==> config.mk <==
export PLATFORM = sky130hd
export DESIGN_NAME = scfh_frame_handler
export DESIGN_NICKNAME = d
export VERILOG_FILES = /design/src/scfh_pkg.sv /design/src/scfh_frame_handler.sv
export VERILOG_INCLUDE_DIRS = /design/src
export SDC_FILE = /design/constraint.sdc
export NUM_CORES = 2
export LEC_CHECK = 0
export BUFFER_PORTS_ARGS = -buffer_cell sky130_fd_sc_hd__buf_2
export CAP_MARGIN = 20
export CORE_MARGIN = 1
export CORE_UTILIZATION = 35
export DETAILED_ROUTE_END_ITERATION = 7
export GPL_TIMING_DRIVEN = 0
export SYNTH_ARGS = -nofsm -noshare
export SYNTH_HDL_FRONTEND = slang
export SYNTH_SLANG_ARGS = --single-unit
export TNS_END_PERCENT = 10
==> constraint.sdc <==
create_clock -name CLK -period 20.1 [get_ports CLK]
set_input_delay 2.01 -clock CLK [delete_from_list [all_inputs] [get_ports CLK]]
set_output_delay 2.01 -clock CLK [all_outputs]
set_load 0.02 [all_outputs]
==> src/scfh_cfg.svh <==
// constants of the sensor command frame handler
`ifndef SCFH_CFG_SVH
`define SCFH_CFG_SVH
// frame identifiers
`define SCFH_ID_FSET   8'h0c
`define SCFH_ID_FQRY   8'h0d
`define SCFH_ID_FREP   8'h0e
`define SCFH_ID_SLEEP  8'h0f
`define SCFH_ID_SAVED  8'h10
`define SCFH_ID_CNT    8'h11
`define SCFH_ID_SCORE  8'h12
`define SCFH_ID_CFGACK 8'h13
`define SCFH_ID_FACK   8'h14
`define SCFH_ID_SBEG   8'h15
`define SCFH_ID_SEND   8'h16
`define SCFH_ID_WAKE   8'h17
`define SCFH_ID_ASET   8'h18
`define SCFH_ID_AQRY   8'h19
`define SCFH_ID_AACK   8'h1a
`define SCFH_ID_AREP   8'h1b
`define SCFH_ID_SLPOK  8'h1c
`define SCFH_ID_REST   8'h1d
`define SCFH_ID_RACK   8'h1e
// filter query fixed bytes, tap limit
`define SCFH_QRY_BYTES 16'h0301
`define SCFH_TAP_MAX   6'h20
`define SCFH_TAP_BASE  9'h003
// acquisition payload length in bytes
`define SCFH_ACQ_LEN   9'h00a
// score substitutes (float32 of 179.8 and 99.99)
`define SCFH_F_ABORT   32'h4333cccd
`define SCFH_F_NA      32'h42c7fae1
// register offsets
`define SCFH_REG_CTRL  8'h00
`define SCFH_REG_ACQW  8'h04
`define SCFH_REG_SMPW  8'h08
`define SCFH_REG_PACE  8'h0c
`define SCFH_REG_STAT  8'h10
// control bits and reset values
`define SCFH_BIT_POLL  0
`define SCFH_BIT_FLUSH 1
`define SCFH_RST_POLL  1'b1
`define SCFH_RST_FLUSH 1'b0
// pacing tick: one millisecond at 50 ns clock
`define SCFH_TICK_NS   1000000
`define SCFH_CLK_NS    50
`define SCFH_TICK_CYC  (`SCFH_TICK_NS / `SCFH_CLK_NS)
// reply kinds, lowest index is sent first
`define SCFH_K_WAKE    0
`define SCFH_K_SLPOK   1
`define SCFH_K_SAVED   2
`define SCFH_K_CNT     3
`define SCFH_K_SCORE   4
`define SCFH_K_CFGACK  5
`define SCFH_K_FACK    6
`define SCFH_K_AACK    7
`define SCFH_K_AREP    8
`define SCFH_K_FREP    9
`define SCFH_K_RACK    10
`define SCFH_NKIND     11
`endif

==> src/scfh_pkg.sv <==
// types of the sensor command frame handler
package scfh_pkg;
  typedef enum logic [2:0] {
    ST_RUN    = 3'b001,
    ST_SEND   = 3'b010,
    ST_ASLEEP = 3'b100
  } scfh_state_t;
endpackage

==> src/scfh_frame_handler.sv <==
// command frame handler: decode, replies, sleep/wake, stream pacing
`timescale 1ns/1ps
`include "scfh_cfg.svh"

// Operation
// - id 13 with bytes 3,1 queries filter
// - filter query answered by id 14
// - id 15 puts device to sleep
// - receive activity wakes device, sends id 23
// - save result id 16, 16-bit code
// - calibration point count sent as id 17
// - final point sends six-float score id 18
// - aborted 179.8, not applicable 99.99
// - tilt range is half larger span
// - config ack id 19, filter ack 20
// - id 21 starts paced continuous output
// - id 22 stops continuous output
// - id 24 sets mode, flush, two delays
// - true is polled; continuous survives power cycle; here reset always restores polled
// - flush flag clears taps each measurement
// - acquire delay spaces internal samples
// - sample delay spaces output sets; here the PACE register gap in ms spaces them
// - id 25 answered by 27, ack 26
// - sleep command confirmed by id 28
// - id 29 restores factory magnetic set
// - restore answered by id 30
module scfh_frame_handler #(
  parameter int TICK_CYC = `SCFH_TICK_CYC
) (
  input  logic         CLK,
  input  logic         RST,
  input  logic         RX_VALID,
  input  logic         RX_FIRST,
  input  logic [7:0]   RX_DATA,
  input  logic         RX_END,
  input  logic         RX_CRC_OK,
  input  logic         RXD_PIN,
  input  logic         TX_READY,
  output logic         TX_VALID,
  output logic         TX_FIRST,
  output logic         TX_LAST,
  output logic [7:0]   TX_DATA,
  output logic         TX_BREAK,
  output logic         SLEEP,
  input  logic         SAVE_DONE,
  input  logic         SAVE_ERR,
  input  logic         CAL_SAMPLE,
  input  logic [5:0]   CAL_COUNT,
  input  logic         CAL_DONE,
  input  logic         CAL_ABORT,
  input  logic         CAL_MAG,
  input  logic         CAL_ACC,
  input  logic [191:0] CAL_FIELDS,
  input  logic [31:0]  PITCH_SPAN,
  input  logic [31:0]  ROLL_SPAN,
  input  logic         CFG_SET_DONE,
  output logic         MAG_RESTORE,
  output logic         STREAM_ON,
  output logic         MEAS_REQ,
  input  logic         MEAS_SENT,
  output logic         POLLED,
  output logic         FLUSH,
  output logic [31:0]  ACQ_WAIT,
  input  logic [7:0]   REG_ADDR,
  input  logic [31:0]  REG_WDATA,
  input  logic         REG_WR,
  input  logic         REG_RD,
  output logic [31:0]  REG_RDATA
);

  scfh_pkg::scfh_state_t st_r;             // main state
  logic [`SCFH_NKIND-1:0] pend_r;          // replies waiting
  logic [`SCFH_NKIND-1:0] pend_nxt;
  logic [3:0]   kind_r;                    // reply being sent
  logic [8:0]   tidx_r;                    // byte index, 0 is id
  logic [8:0]   tlen_r;                    // payload length
  logic [7:0]   fid_r;                     // id of frame received
  logic [8:0]   pidx_r;                    // payload bytes so far
  logic [79:0]  shf_r;                     // last payload bytes
  logic [5:0]   tcnt_r;                    // taps in use
  logic [5:0]   tnew_r;                    // tap count being received
  logic [7:0]   taps_r [0:255];            // tap value bytes
  logic         poll_r;                    // polled mode flag
  logic         flush_r;                   // tap clear flag
  logic [31:0]  acqw_r;                    // inter sample wait
  logic [31:0]  smpw_r;                    // inter output wait
  logic [15:0]  pace_r;                    // output gap in ms
  logic         save_err_r;                // last save result
  logic [5:0]   cnt_r;                     // calibration points
  logic [191:0] score_r;                   // score payload
  logic         stream_r;                  // continuous output on
  logic         mwait_r;                   // measurement in flight
  logic [15:0]  gap_r;                     // ms left before next
  logic [14:0]  tick_r;                    // cycles within a ms
  logic         req_r;                     // measurement request
  logic         rest_r;                    // restore pulse
  logic         rxd_s1_r;                  // pin sync stage 1
  logic         rxd_s2_r;                  // pin sync stage 2
  logic [31:0]  rdata_r;                   // bus read data
  logic [7:0]   byte_nxt;                  // next byte to send
  logic [3:0]   pick;                      // first pending kind
  logic         good_end;                  // accepted frame end
  logic         tx_take;                   // byte handed over
  logic [31:0]  span_max;                  // larger tilt span

  ////////////////////////////////////////////////////////////////////
  // helpers

  // frame id of a reply kind
  function automatic logic [7:0] kind_id(input logic [3:0] k);
    unique case (k)
      4'd`SCFH_K_WAKE:   kind_id = `SCFH_ID_WAKE;
      4'd`SCFH_K_SLPOK:  kind_id = `SCFH_ID_SLPOK;
      4'd`SCFH_K_SAVED:  kind_id = `SCFH_ID_SAVED;
      4'd`SCFH_K_CNT:    kind_id = `SCFH_ID_CNT;
      4'd`SCFH_K_SCORE:  kind_id = `SCFH_ID_SCORE;
      4'd`SCFH_K_CFGACK: kind_id = `SCFH_ID_CFGACK;
      4'd`SCFH_K_FACK:   kind_id = `SCFH_ID_FACK;
      4'd`SCFH_K_AACK:   kind_id = `SCFH_ID_AACK;
      4'd`SCFH_K_AREP:   kind_id = `SCFH_ID_AREP;
      4'd`SCFH_K_FREP:   kind_id = `SCFH_ID_FREP;
      default:           kind_id = `SCFH_ID_RACK;
    endcase
  endfunction

  // score field: abort and not-applicable substitutes
  function automatic logic [31:0] fld(input logic [31:0] v,
                                      input logic used);
    if (CAL_ABORT)
      fld = `SCFH_F_ABORT;
    else if (!used)
      fld = `SCFH_F_NA;
    else
      fld = v;
  endfunction

  assign good_end = RX_END && RX_CRC_OK
                    && (st_r != scfh_pkg::ST_ASLEEP);
  assign tx_take  = TX_VALID && TX_READY;
  // positive floats order like unsigned words
  assign span_max = (PITCH_SPAN > ROLL_SPAN) ? PITCH_SPAN : ROLL_SPAN;

  // lowest pending kind wins the transmitter
  always_comb
  begin
    pick = 4'd0;
    for (int i = `SCFH_NKIND - 1; i >= 0; i--)
      if (pend_r[i])
        pick = 4'(i);
  end

  // payload byte at index tidx_r+1 of the current reply
  always_comb
  begin
    logic [8:0]  p;
    logic [79:0] aimg;                     // acquisition reply image
    p = tidx_r;
    aimg = {7'h00, poll_r, 7'h00, flush_r, acqw_r, smpw_r};
    byte_nxt = 8'h00;
    unique case (kind_r)
      4'd`SCFH_K_SAVED:
        byte_nxt = (p == 9'h001) ? {7'h00, save_err_r} : 8'h00;
      4'd`SCFH_K_CNT:
        byte_nxt = {2'b00, cnt_r};
      4'd`SCFH_K_SCORE:
        byte_nxt = score_r[8'(9'd23 - p) * 8 +: 8];
      4'd`SCFH_K_AREP:
        byte_nxt = aimg[8'(9'd9 - p) * 8 +: 8];
      4'd`SCFH_K_FREP:
        if (p == 9'h000)
          byte_nxt = 8'(`SCFH_QRY_BYTES >> 8);
        else if (p == 9'h001)
          byte_nxt = 8'(`SCFH_QRY_BYTES);
        else if (p == 9'h002)
          byte_nxt = {2'b00, tcnt_r};
        else
          byte_nxt = taps_r[8'(p - `SCFH_TAP_BASE)];
      default:
        byte_nxt = 8'h00;
    endcase
  end

  ////////////////////////////////////////////////////////////////////
  // receive side

  // payload index and byte capture
  always_ff @(posedge CLK or posedge RST)
  begin
    if (RST)
    begin
      fid_r  <= 8'h00;
      pidx_r <= 9'h000;
      shf_r  <= 80'h0;
      tnew_r <= 6'h00;
    end
    else if (RX_VALID && RX_FIRST)
    begin
      fid_r  <= RX_DATA;
      pidx_r <= 9'h000;
    end
    else if (RX_VALID)
    begin
      shf_r <= {shf_r[71:0], RX_DATA};
      if (pidx_r != 9'h1ff)
        pidx_r <= pidx_r + 9'h001;
      if (pidx_r == 9'h002)
        tnew_r <= RX_DATA[5:0];
    end
  end

  // tap bytes; a bad frame may leave them part written
  always_ff @(posedge CLK)
  begin
    if (RX_VALID && !RX_FIRST && fid_r == `SCFH_ID_FSET
        && pidx_r >= `SCFH_TAP_BASE && pidx_r < 9'h103)
      taps_r[8'(pidx_r - `SCFH_TAP_BASE)] <= RX_DATA;
  end

  // rx pin synchroniser for wake detection
  always_ff @(posedge CLK or posedge RST)
  begin
    if (RST)
    begin
      rxd_s1_r <= 1'b1;
      rxd_s2_r <= 1'b1;
    end
    else
    begin
      rxd_s1_r <= RXD_PIN;
      rxd_s2_r <= rxd_s1_r;
    end
  end

  ////////////////////////////////////////////////////////////////////
  // settings written by frames or by the register port

  always_ff @(posedge CLK or posedge RST)
  begin
    if (RST)
    begin
      poll_r  <= `SCFH_RST_POLL;
      flush_r <= `SCFH_RST_FLUSH;
      acqw_r  <= 32'h0;
      smpw_r  <= 32'h0;
      pace_r  <= 16'h0;
      tcnt_r  <= 6'h00;
    end
    else
    begin
      if (REG_WR && REG_ADDR == `SCFH_REG_CTRL)
      begin
        poll_r  <= REG_WDATA[`SCFH_BIT_POLL];
        flush_r <= REG_WDATA[`SCFH_BIT_FLUSH];
      end
      if (REG_WR && REG_ADDR == `SCFH_REG_ACQW)
        acqw_r <= REG_WDATA;
      if (REG_WR && REG_ADDR == `SCFH_REG_SMPW)
        smpw_r <= REG_WDATA;
      if (REG_WR && REG_ADDR == `SCFH_REG_PACE)
        pace_r <= REG_WDATA[15:0];
      // a frame arriving with a bus write overrides it
      if (good_end && fid_r == `SCFH_ID_ASET
          && pidx_r == `SCFH_ACQ_LEN)
      begin
        poll_r  <= shf_r[72];
        flush_r <= shf_r[64];
        acqw_r  <= shf_r[63:32];
        smpw_r  <= shf_r[31:0];
      end
      if (good_end && fid_r == `SCFH_ID_FSET && tnew_r <= `SCFH_TAP_MAX)
        tcnt_r <= tnew_r;
    end
  end

  // calibration reports captured from the calibration engine
  always_ff @(posedge CLK or posedge RST)
  begin
    if (RST)
    begin
      save_err_r <= 1'b0;
      cnt_r      <= 6'h00;
      score_r    <= 192'h0;
    end
    else
    begin
      if (SAVE_DONE)
        save_err_r <= SAVE_ERR;
      if (CAL_SAMPLE)
        cnt_r <= CAL_COUNT;
      if (CAL_DONE)
      begin
        score_r[191:160] <= fld(CAL_FIELDS[191:160], CAL_MAG);
        score_r[159:128] <= CAL_FIELDS[159:128];
        score_r[127:96]  <= fld(CAL_FIELDS[127:96], CAL_ACC);
        score_r[95:64]   <= fld(CAL_FIELDS[95:64], CAL_MAG);
        score_r[63:32]   <= fld(CAL_FIELDS[63:32], CAL_MAG);
        // halve by lowering the exponent; tiny spans read as zero
        score_r[31:0] <= fld((span_max[30:23] > 8'h01)
          ? {span_max[31], span_max[30:23] - 8'h01, span_max[22:0]}
          : 32'h0, CAL_MAG);
      end
    end
  end

  ////////////////////////////////////////////////////////////////////
  // pending replies: a new event wins over the clear of its start

  always_comb
  begin
    pend_nxt = pend_r;
    if (st_r == scfh_pkg::ST_RUN && pend_r != '0)
      pend_nxt[pick] = 1'b0;
    if (st_r == scfh_pkg::ST_ASLEEP && !rxd_s2_r)
      pend_nxt[`SCFH_K_WAKE] = 1'b1;
    if (SAVE_DONE)
      pend_nxt[`SCFH_K_SAVED] = 1'b1;
    if (CAL_SAMPLE)
      pend_nxt[`SCFH_K_CNT] = 1'b1;
    if (CAL_DONE)
      pend_nxt[`SCFH_K_SCORE] = 1'b1;
    if (CFG_SET_DONE)
      pend_nxt[`SCFH_K_CFGACK] = 1'b1;
    if (good_end)
      unique case (fid_r)
        `SCFH_ID_FQRY:
          if (pidx_r == 9'h002 && shf_r[15:0] == `SCFH_QRY_BYTES)
            pend_nxt[`SCFH_K_FREP] = 1'b1;
        `SCFH_ID_SLEEP:
          pend_nxt[`SCFH_K_SLPOK] = 1'b1;
        `SCFH_ID_FSET:
          pend_nxt[`SCFH_K_FACK] = 1'b1;
        `SCFH_ID_ASET:
          pend_nxt[`SCFH_K_AACK] = 1'b1;
        `SCFH_ID_AQRY:
          pend_nxt[`SCFH_K_AREP] = 1'b1;
        `SCFH_ID_REST:
          pend_nxt[`SCFH_K_RACK] = 1'b1;
        default:
          pend_nxt = pend_nxt;
      endcase
  end

  always_ff @(posedge CLK or posedge RST)
  begin
    if (RST)
      pend_r <= '0;
    else
      pend_r <= pend_nxt;
  end

  ////////////////////////////////////////////////////////////////////
  // transmitter and sleep state

  always_ff @(posedge CLK or posedge RST)
  begin
    if (RST)
    begin
      st_r     <= scfh_pkg::ST_RUN;
      kind_r   <= 4'd0;
      tidx_r   <= 9'h000;
      tlen_r   <= 9'h000;
      TX_VALID <= 1'b0;
      TX_FIRST <= 1'b0;
      TX_LAST  <= 1'b0;
      TX_DATA  <= 8'h00;
    end
    else
      unique case (st_r)
        scfh_pkg::ST_RUN:
          if (pend_r != '0)
          begin
            st_r     <= scfh_pkg::ST_SEND;
            kind_r   <= pick;
            tidx_r   <= 9'h000;
            TX_VALID <= 1'b1;
            TX_FIRST <= 1'b1;
            TX_DATA  <= kind_id(pick);
            unique case (pick)
              4'd`SCFH_K_SAVED: tlen_r <= 9'h002;
              4'd`SCFH_K_CNT:   tlen_r <= 9'h001;
              4'd`SCFH_K_SCORE: tlen_r <= 9'h018;
              4'd`SCFH_K_AREP:  tlen_r <= `SCFH_ACQ_LEN;
              4'd`SCFH_K_FREP:  tlen_r <= `SCFH_TAP_BASE + {tcnt_r, 3'b000};
              default:          tlen_r <= 9'h000;
            endcase
            TX_LAST  <= !(pick inside {4'd`SCFH_K_SAVED, 4'd`SCFH_K_CNT,
                        4'd`SCFH_K_SCORE, 4'd`SCFH_K_AREP,
                        4'd`SCFH_K_FREP});
          end
        scfh_pkg::ST_SEND:
          if (tx_take && TX_LAST)
          begin
            TX_VALID <= 1'b0;
            TX_LAST  <= 1'b0;
            TX_FIRST <= 1'b0;
            // sleep only once its confirmation is out
            st_r <= (kind_r == 4'd`SCFH_K_SLPOK)
                    ? scfh_pkg::ST_ASLEEP : scfh_pkg::ST_RUN;
          end
          else if (tx_take)
          begin
            TX_FIRST <= 1'b0;
            TX_DATA  <= byte_nxt;
            tidx_r   <= tidx_r + 9'h001;
            TX_LAST  <= (tidx_r + 9'h001 == tlen_r);
          end
        scfh_pkg::ST_ASLEEP:
          if (!rxd_s2_r)
            st_r <= scfh_pkg::ST_RUN;
        default:
          st_r <= scfh_pkg::ST_RUN;
      endcase
  end

  ////////////////////////////////////////////////////////////////////
  // continuous output pacing and restore pulse

  always_ff @(posedge CLK or posedge RST)
  begin
    if (RST)
    begin
      stream_r <= 1'b0;
      mwait_r  <= 1'b0;
      gap_r    <= 16'h0;
      tick_r   <= 15'h0;
      req_r    <= 1'b0;
      rest_r   <= 1'b0;
    end
    else
    begin
      rest_r <= good_end && fid_r == `SCFH_ID_REST;
      if (good_end && fid_r == `SCFH_ID_SBEG && !poll_r)
        stream_r <= 1'b1;
      else if (poll_r || (good_end && fid_r == `SCFH_ID_SEND))
        stream_r <= 1'b0;
      // paused while asleep, resumes on wake if still continuous
      if (!stream_r || st_r == scfh_pkg::ST_ASLEEP)
      begin
        mwait_r <= 1'b0;
        gap_r   <= 16'h0;
        req_r   <= 1'b0;
      end
      else if (req_r)
        req_r <= 1'b0;
      else if (mwait_r)
      begin
        if (MEAS_SENT)
        begin
          mwait_r <= 1'b0;
          gap_r   <= pace_r;
          tick_r  <= 15'h0;
        end
      end
      else if (gap_r != 16'h0)
      begin
        tick_r <= tick_r + 15'h1;
        if (tick_r == 15'(TICK_CYC - 1))
        begin
          tick_r <= 15'h0;
          gap_r  <= gap_r - 16'h1;
        end
      end
      else
      begin
        req_r   <= 1'b1;
        mwait_r <= 1'b1;
      end
    end
  end

  ////////////////////////////////////////////////////////////////////
  // register read port

  always_ff @(posedge CLK or posedge RST)
  begin
    if (RST)
      rdata_r <= 32'h0;
    else if (REG_RD)
      unique case (REG_ADDR)
        `SCFH_REG_CTRL: rdata_r <= {30'h0, flush_r, poll_r};
        `SCFH_REG_ACQW: rdata_r <= acqw_r;
        `SCFH_REG_SMPW: rdata_r <= smpw_r;
        `SCFH_REG_PACE: rdata_r <= {16'h0, pace_r};
        `SCFH_REG_STAT: rdata_r <= {16'h0, 2'b00, tcnt_r, 5'h00,
                          st_r == scfh_pkg::ST_ASLEEP, mwait_r, stream_r};
        default:        rdata_r <= 32'h0;
      endcase
  end

  assign REG_RDATA   = rdata_r;
  assign SLEEP       = st_r[2];                        // one-hot asleep bit
  assign TX_BREAK    = st_r[2];
  assign STREAM_ON   = stream_r;
  assign MEAS_REQ    = req_r;
  assign MAG_RESTORE = rest_r;
  assign POLLED      = poll_r;
  assign FLUSH       = flush_r;
  assign ACQ_WAIT    = acqw_r;
endmodule

==> results.ini <==
[run_status]
status = finished, violations left
violations = design-rule violations

[setup_path]
start_kind = flop
regToRegEndpoint = TX_DATA[2]
r2r_slack_ps = 10560
cp.arrival_ps = 10210
timing.rr.start = tidx_r[1]
r2r_cells = 18
cp_max_fo = 10
critical_path_class = reg -> reg
required_ps = 20770
setup.worst_path.end_class = flop

[cells_and_area]
fillCellCount = 26639
drive_above_1_share = 0.255
syn_to_final_growth_pct = 16.8
post-route-util = 0.412
nets = 7309
register_area_um2 = 73800
final_cell_mix = edfxtp_1 (2048), mux4_2 (666), nand2_1 (635)
layout_commonest_cell = edfxtp_1
multiInputGateArea_um2 = 29000

[clock_tree]
cts_hold_buf = 0
clock_latency_ps = 900
cts_resized = 0
cts_tree = done
numCtsBuffers = 283
clkTransAtPathRegs_ps = 60
cts_root_buf = clkbuf_16
htree_levels = 5
cts.path.max_buffers = 4
post_cts_buffers = 0
cts.sinks = 2539

[placed_design]
gp_congestion = 1.02
hpwl_mm = 273
place_ws_ps = 11030
io_buffers = 374

[drt]
vias = 66255
drtAntennaViolNets = 0
dr.pass1.iters = 8
viasPerCell = 5.98
drt_iter0_markers = 10576
wl_per_cell_um = 35.5
drcViolationCount = 3
finalWirelength_mm = 394

[floorplan]
fp.dieW_um = 550
ios = 411
die_y_um = 550
core_um2 = 298000
rows = 200
die_area_um2 = 302000
start_util = 0.353

[timing]
worst_hold_slack_ps = 364
setup_viol = 0
clock_skew_ps = 85.7
fmax_mhz = 105
worst_pin_slew_ps = 1240
layout_min_cycle_time_ps = 9540
slew_headroom = 0.174
slew_viol_final = 0
postLayoutSetupSlackWorst_ps = 10560
period_share = 0.475
rsz0062_at_grt = no
hold_violations = 0

[power_and_ir_drop]
power.total_mw = 16.0
power_frac_comb = 0.310
clkPwrFrac = 0.323
p_seq_frac = 0.367
leakage_nw = 42.2
switching_share = 0.343
p_switching_mw = 5.50
peakVddDrop_mv = 0.158
powerDensity_nw_per_um2 = 131
internal_power_mw = 10.5

[global_route]
grt_overflow = 0
globalRouteMet2Util = 0.384
top_usage_layer = met2
use_met1 = 0.334
grt_pass1_vias = 63880
antenna_found_initial = 18
gr-usage-met3 = 0.0763
grt_use_total = 0.256
grt_max_degree = 169
grt_pass1_wl_mm = 530

[synth]
async_flop_share = 0.193
synthFlopType = edfxtp_1
synth_top_area_share = 0.586
synth_cells = 6161
synth_cell_type_count = 79
synth-edff-count = 2048
avgSynthCellArea_um2 = 17.0
synth_seq_cells = 2539
syn_nets = 6548
synth.yosys.warnings = 0
syn-cell-area_um2 = 105000
synth_largest_area_cell = edfxtp_1
synth.area.top_cells = edfxtp_1 (59%), mux4_2 (14%), dfrtp_1 (12%)
yosysSeqAreaShare = 0.703

[worst_hold_path]
holdPathEnd = rxd_s2_r
hp-class = reg -> reg
hold_path_depth = 0
hp-start = rxd_s1_r

[job]
max-cap-violations = 0

[through the flow]
stage               std cells  setup TNS (ps)  instance area, um2
floorplan                6161               0              105000
CTS                     11058               0              122000
global route            11074               0              123000
global placement        10474         -522210              112000
finish                  11086               0              123000
detailed placement      10560               0              113000
[power groups by stage]
stage | combinational [mW] | sequential, mW | clock [mW]
global placement | 4.68 | 6.00 | 0
floorplan | 2.39 | 5.96 | 0
global route | 4.95 | 5.89 | 5.37
CTS | 4.82 | 5.88 | 5.19
finish | 4.97 | 5.88 | 5.17
detailed placement | 4.81 | 5.99 | 0
[metal layers]
layer | share of wire | routed length [um]
met1 | 0.37 | 147000
met2 | 0.44 | 172000
met3 | 0.13 | 49500
met4 | 0.065 | 25800
met5 | 0.00015 | 60
[cells by family (layout without fill, tap and decap cells)]
kind of cell,Yosys count,after routing,synth area share
flops,2539,2539,0.703
simple gates,1400,1400,0.0567
mux,892,892,0.166
compound gates,684,684,0.0415
buf+inv,531,1505,0.0213
fa+ha+maj,58,58,0.00691
xor+xnor,57,57,0.00483
other cells,0,12,0
[cell type report]
cell class                 instances  area share
timing repair buffer             476      0.0288
clock inverter                   129      0.0110
antenna                           12    0.000245
clock buffer                     369      0.0627
inverter                         162     0.00502
multi-input combinational       3091       0.237
sequential                      2539       0.602
buffer                           369      0.0136
tap                             3939      0.0402
[worst max-delay path by stage]
stage	startpoint	cells past startpoint	slack [ps]	to
after floorplan	RST	1	4390	ACQ_WAIT[0]
after global placement	RST	2	-1220	tick_r[2]
after detailed placement	tidx_r[1]	18	11030	TX_DATA[2]
after CTS	tidx_r[1]	18	11040	TX_DATA[2]
after global routing	tidx_r[1]	18	10760	TX_DATA[2]
final	tidx_r[1]	18	10560	TX_DATA[2]
[sequential cells by signal, indices dropped and copies added (netlist names), 8 cells and up]
name	cells
taps_r	2048
score_r	192
shf_r	66
ACQ_WAIT	32
REG_RDATA	32
smpw_r	32
gap_r	16
pace_r	16
tick_r	15
pend_r	11
pidx_r	9
tidx_r	9
TX_DATA	8
fid_r	8
tlen_r	8
[Yosys cell counts, types with 48 or more instances]
library cell  number
edfxtp_1        2048
mux4_2           666
nand2_1          635
dfrtp_1          487
nor2_1           420
clkbuf_1         224
o21ai_0          209
inv_1            161
a21oi_1          159
mux2_2           121
nand3_1          109
mux2i_1          105
nor3_1            67
buf_2             64
ha_1              58
o22ai_1           48
[critical path, cell delays in order (launching register included)]
cell and delay (ps):
dfrtp_1 500, clkbuf_1 460, clkbuf_1 870, buf_1 410, buf_8 230, clkbuf_1 810
inv_1 270, ha_1 590, buf_2 580, buf_2 800, inv_1 470, nor2_1 750
buf_6 260, a22oi_1 100, a311oi_1 540, a2111o_1 240, a21oi_1 240, o41ai_2 980
a21oi_1 170
Note: power is estimated with default switching activity, not from simulation.
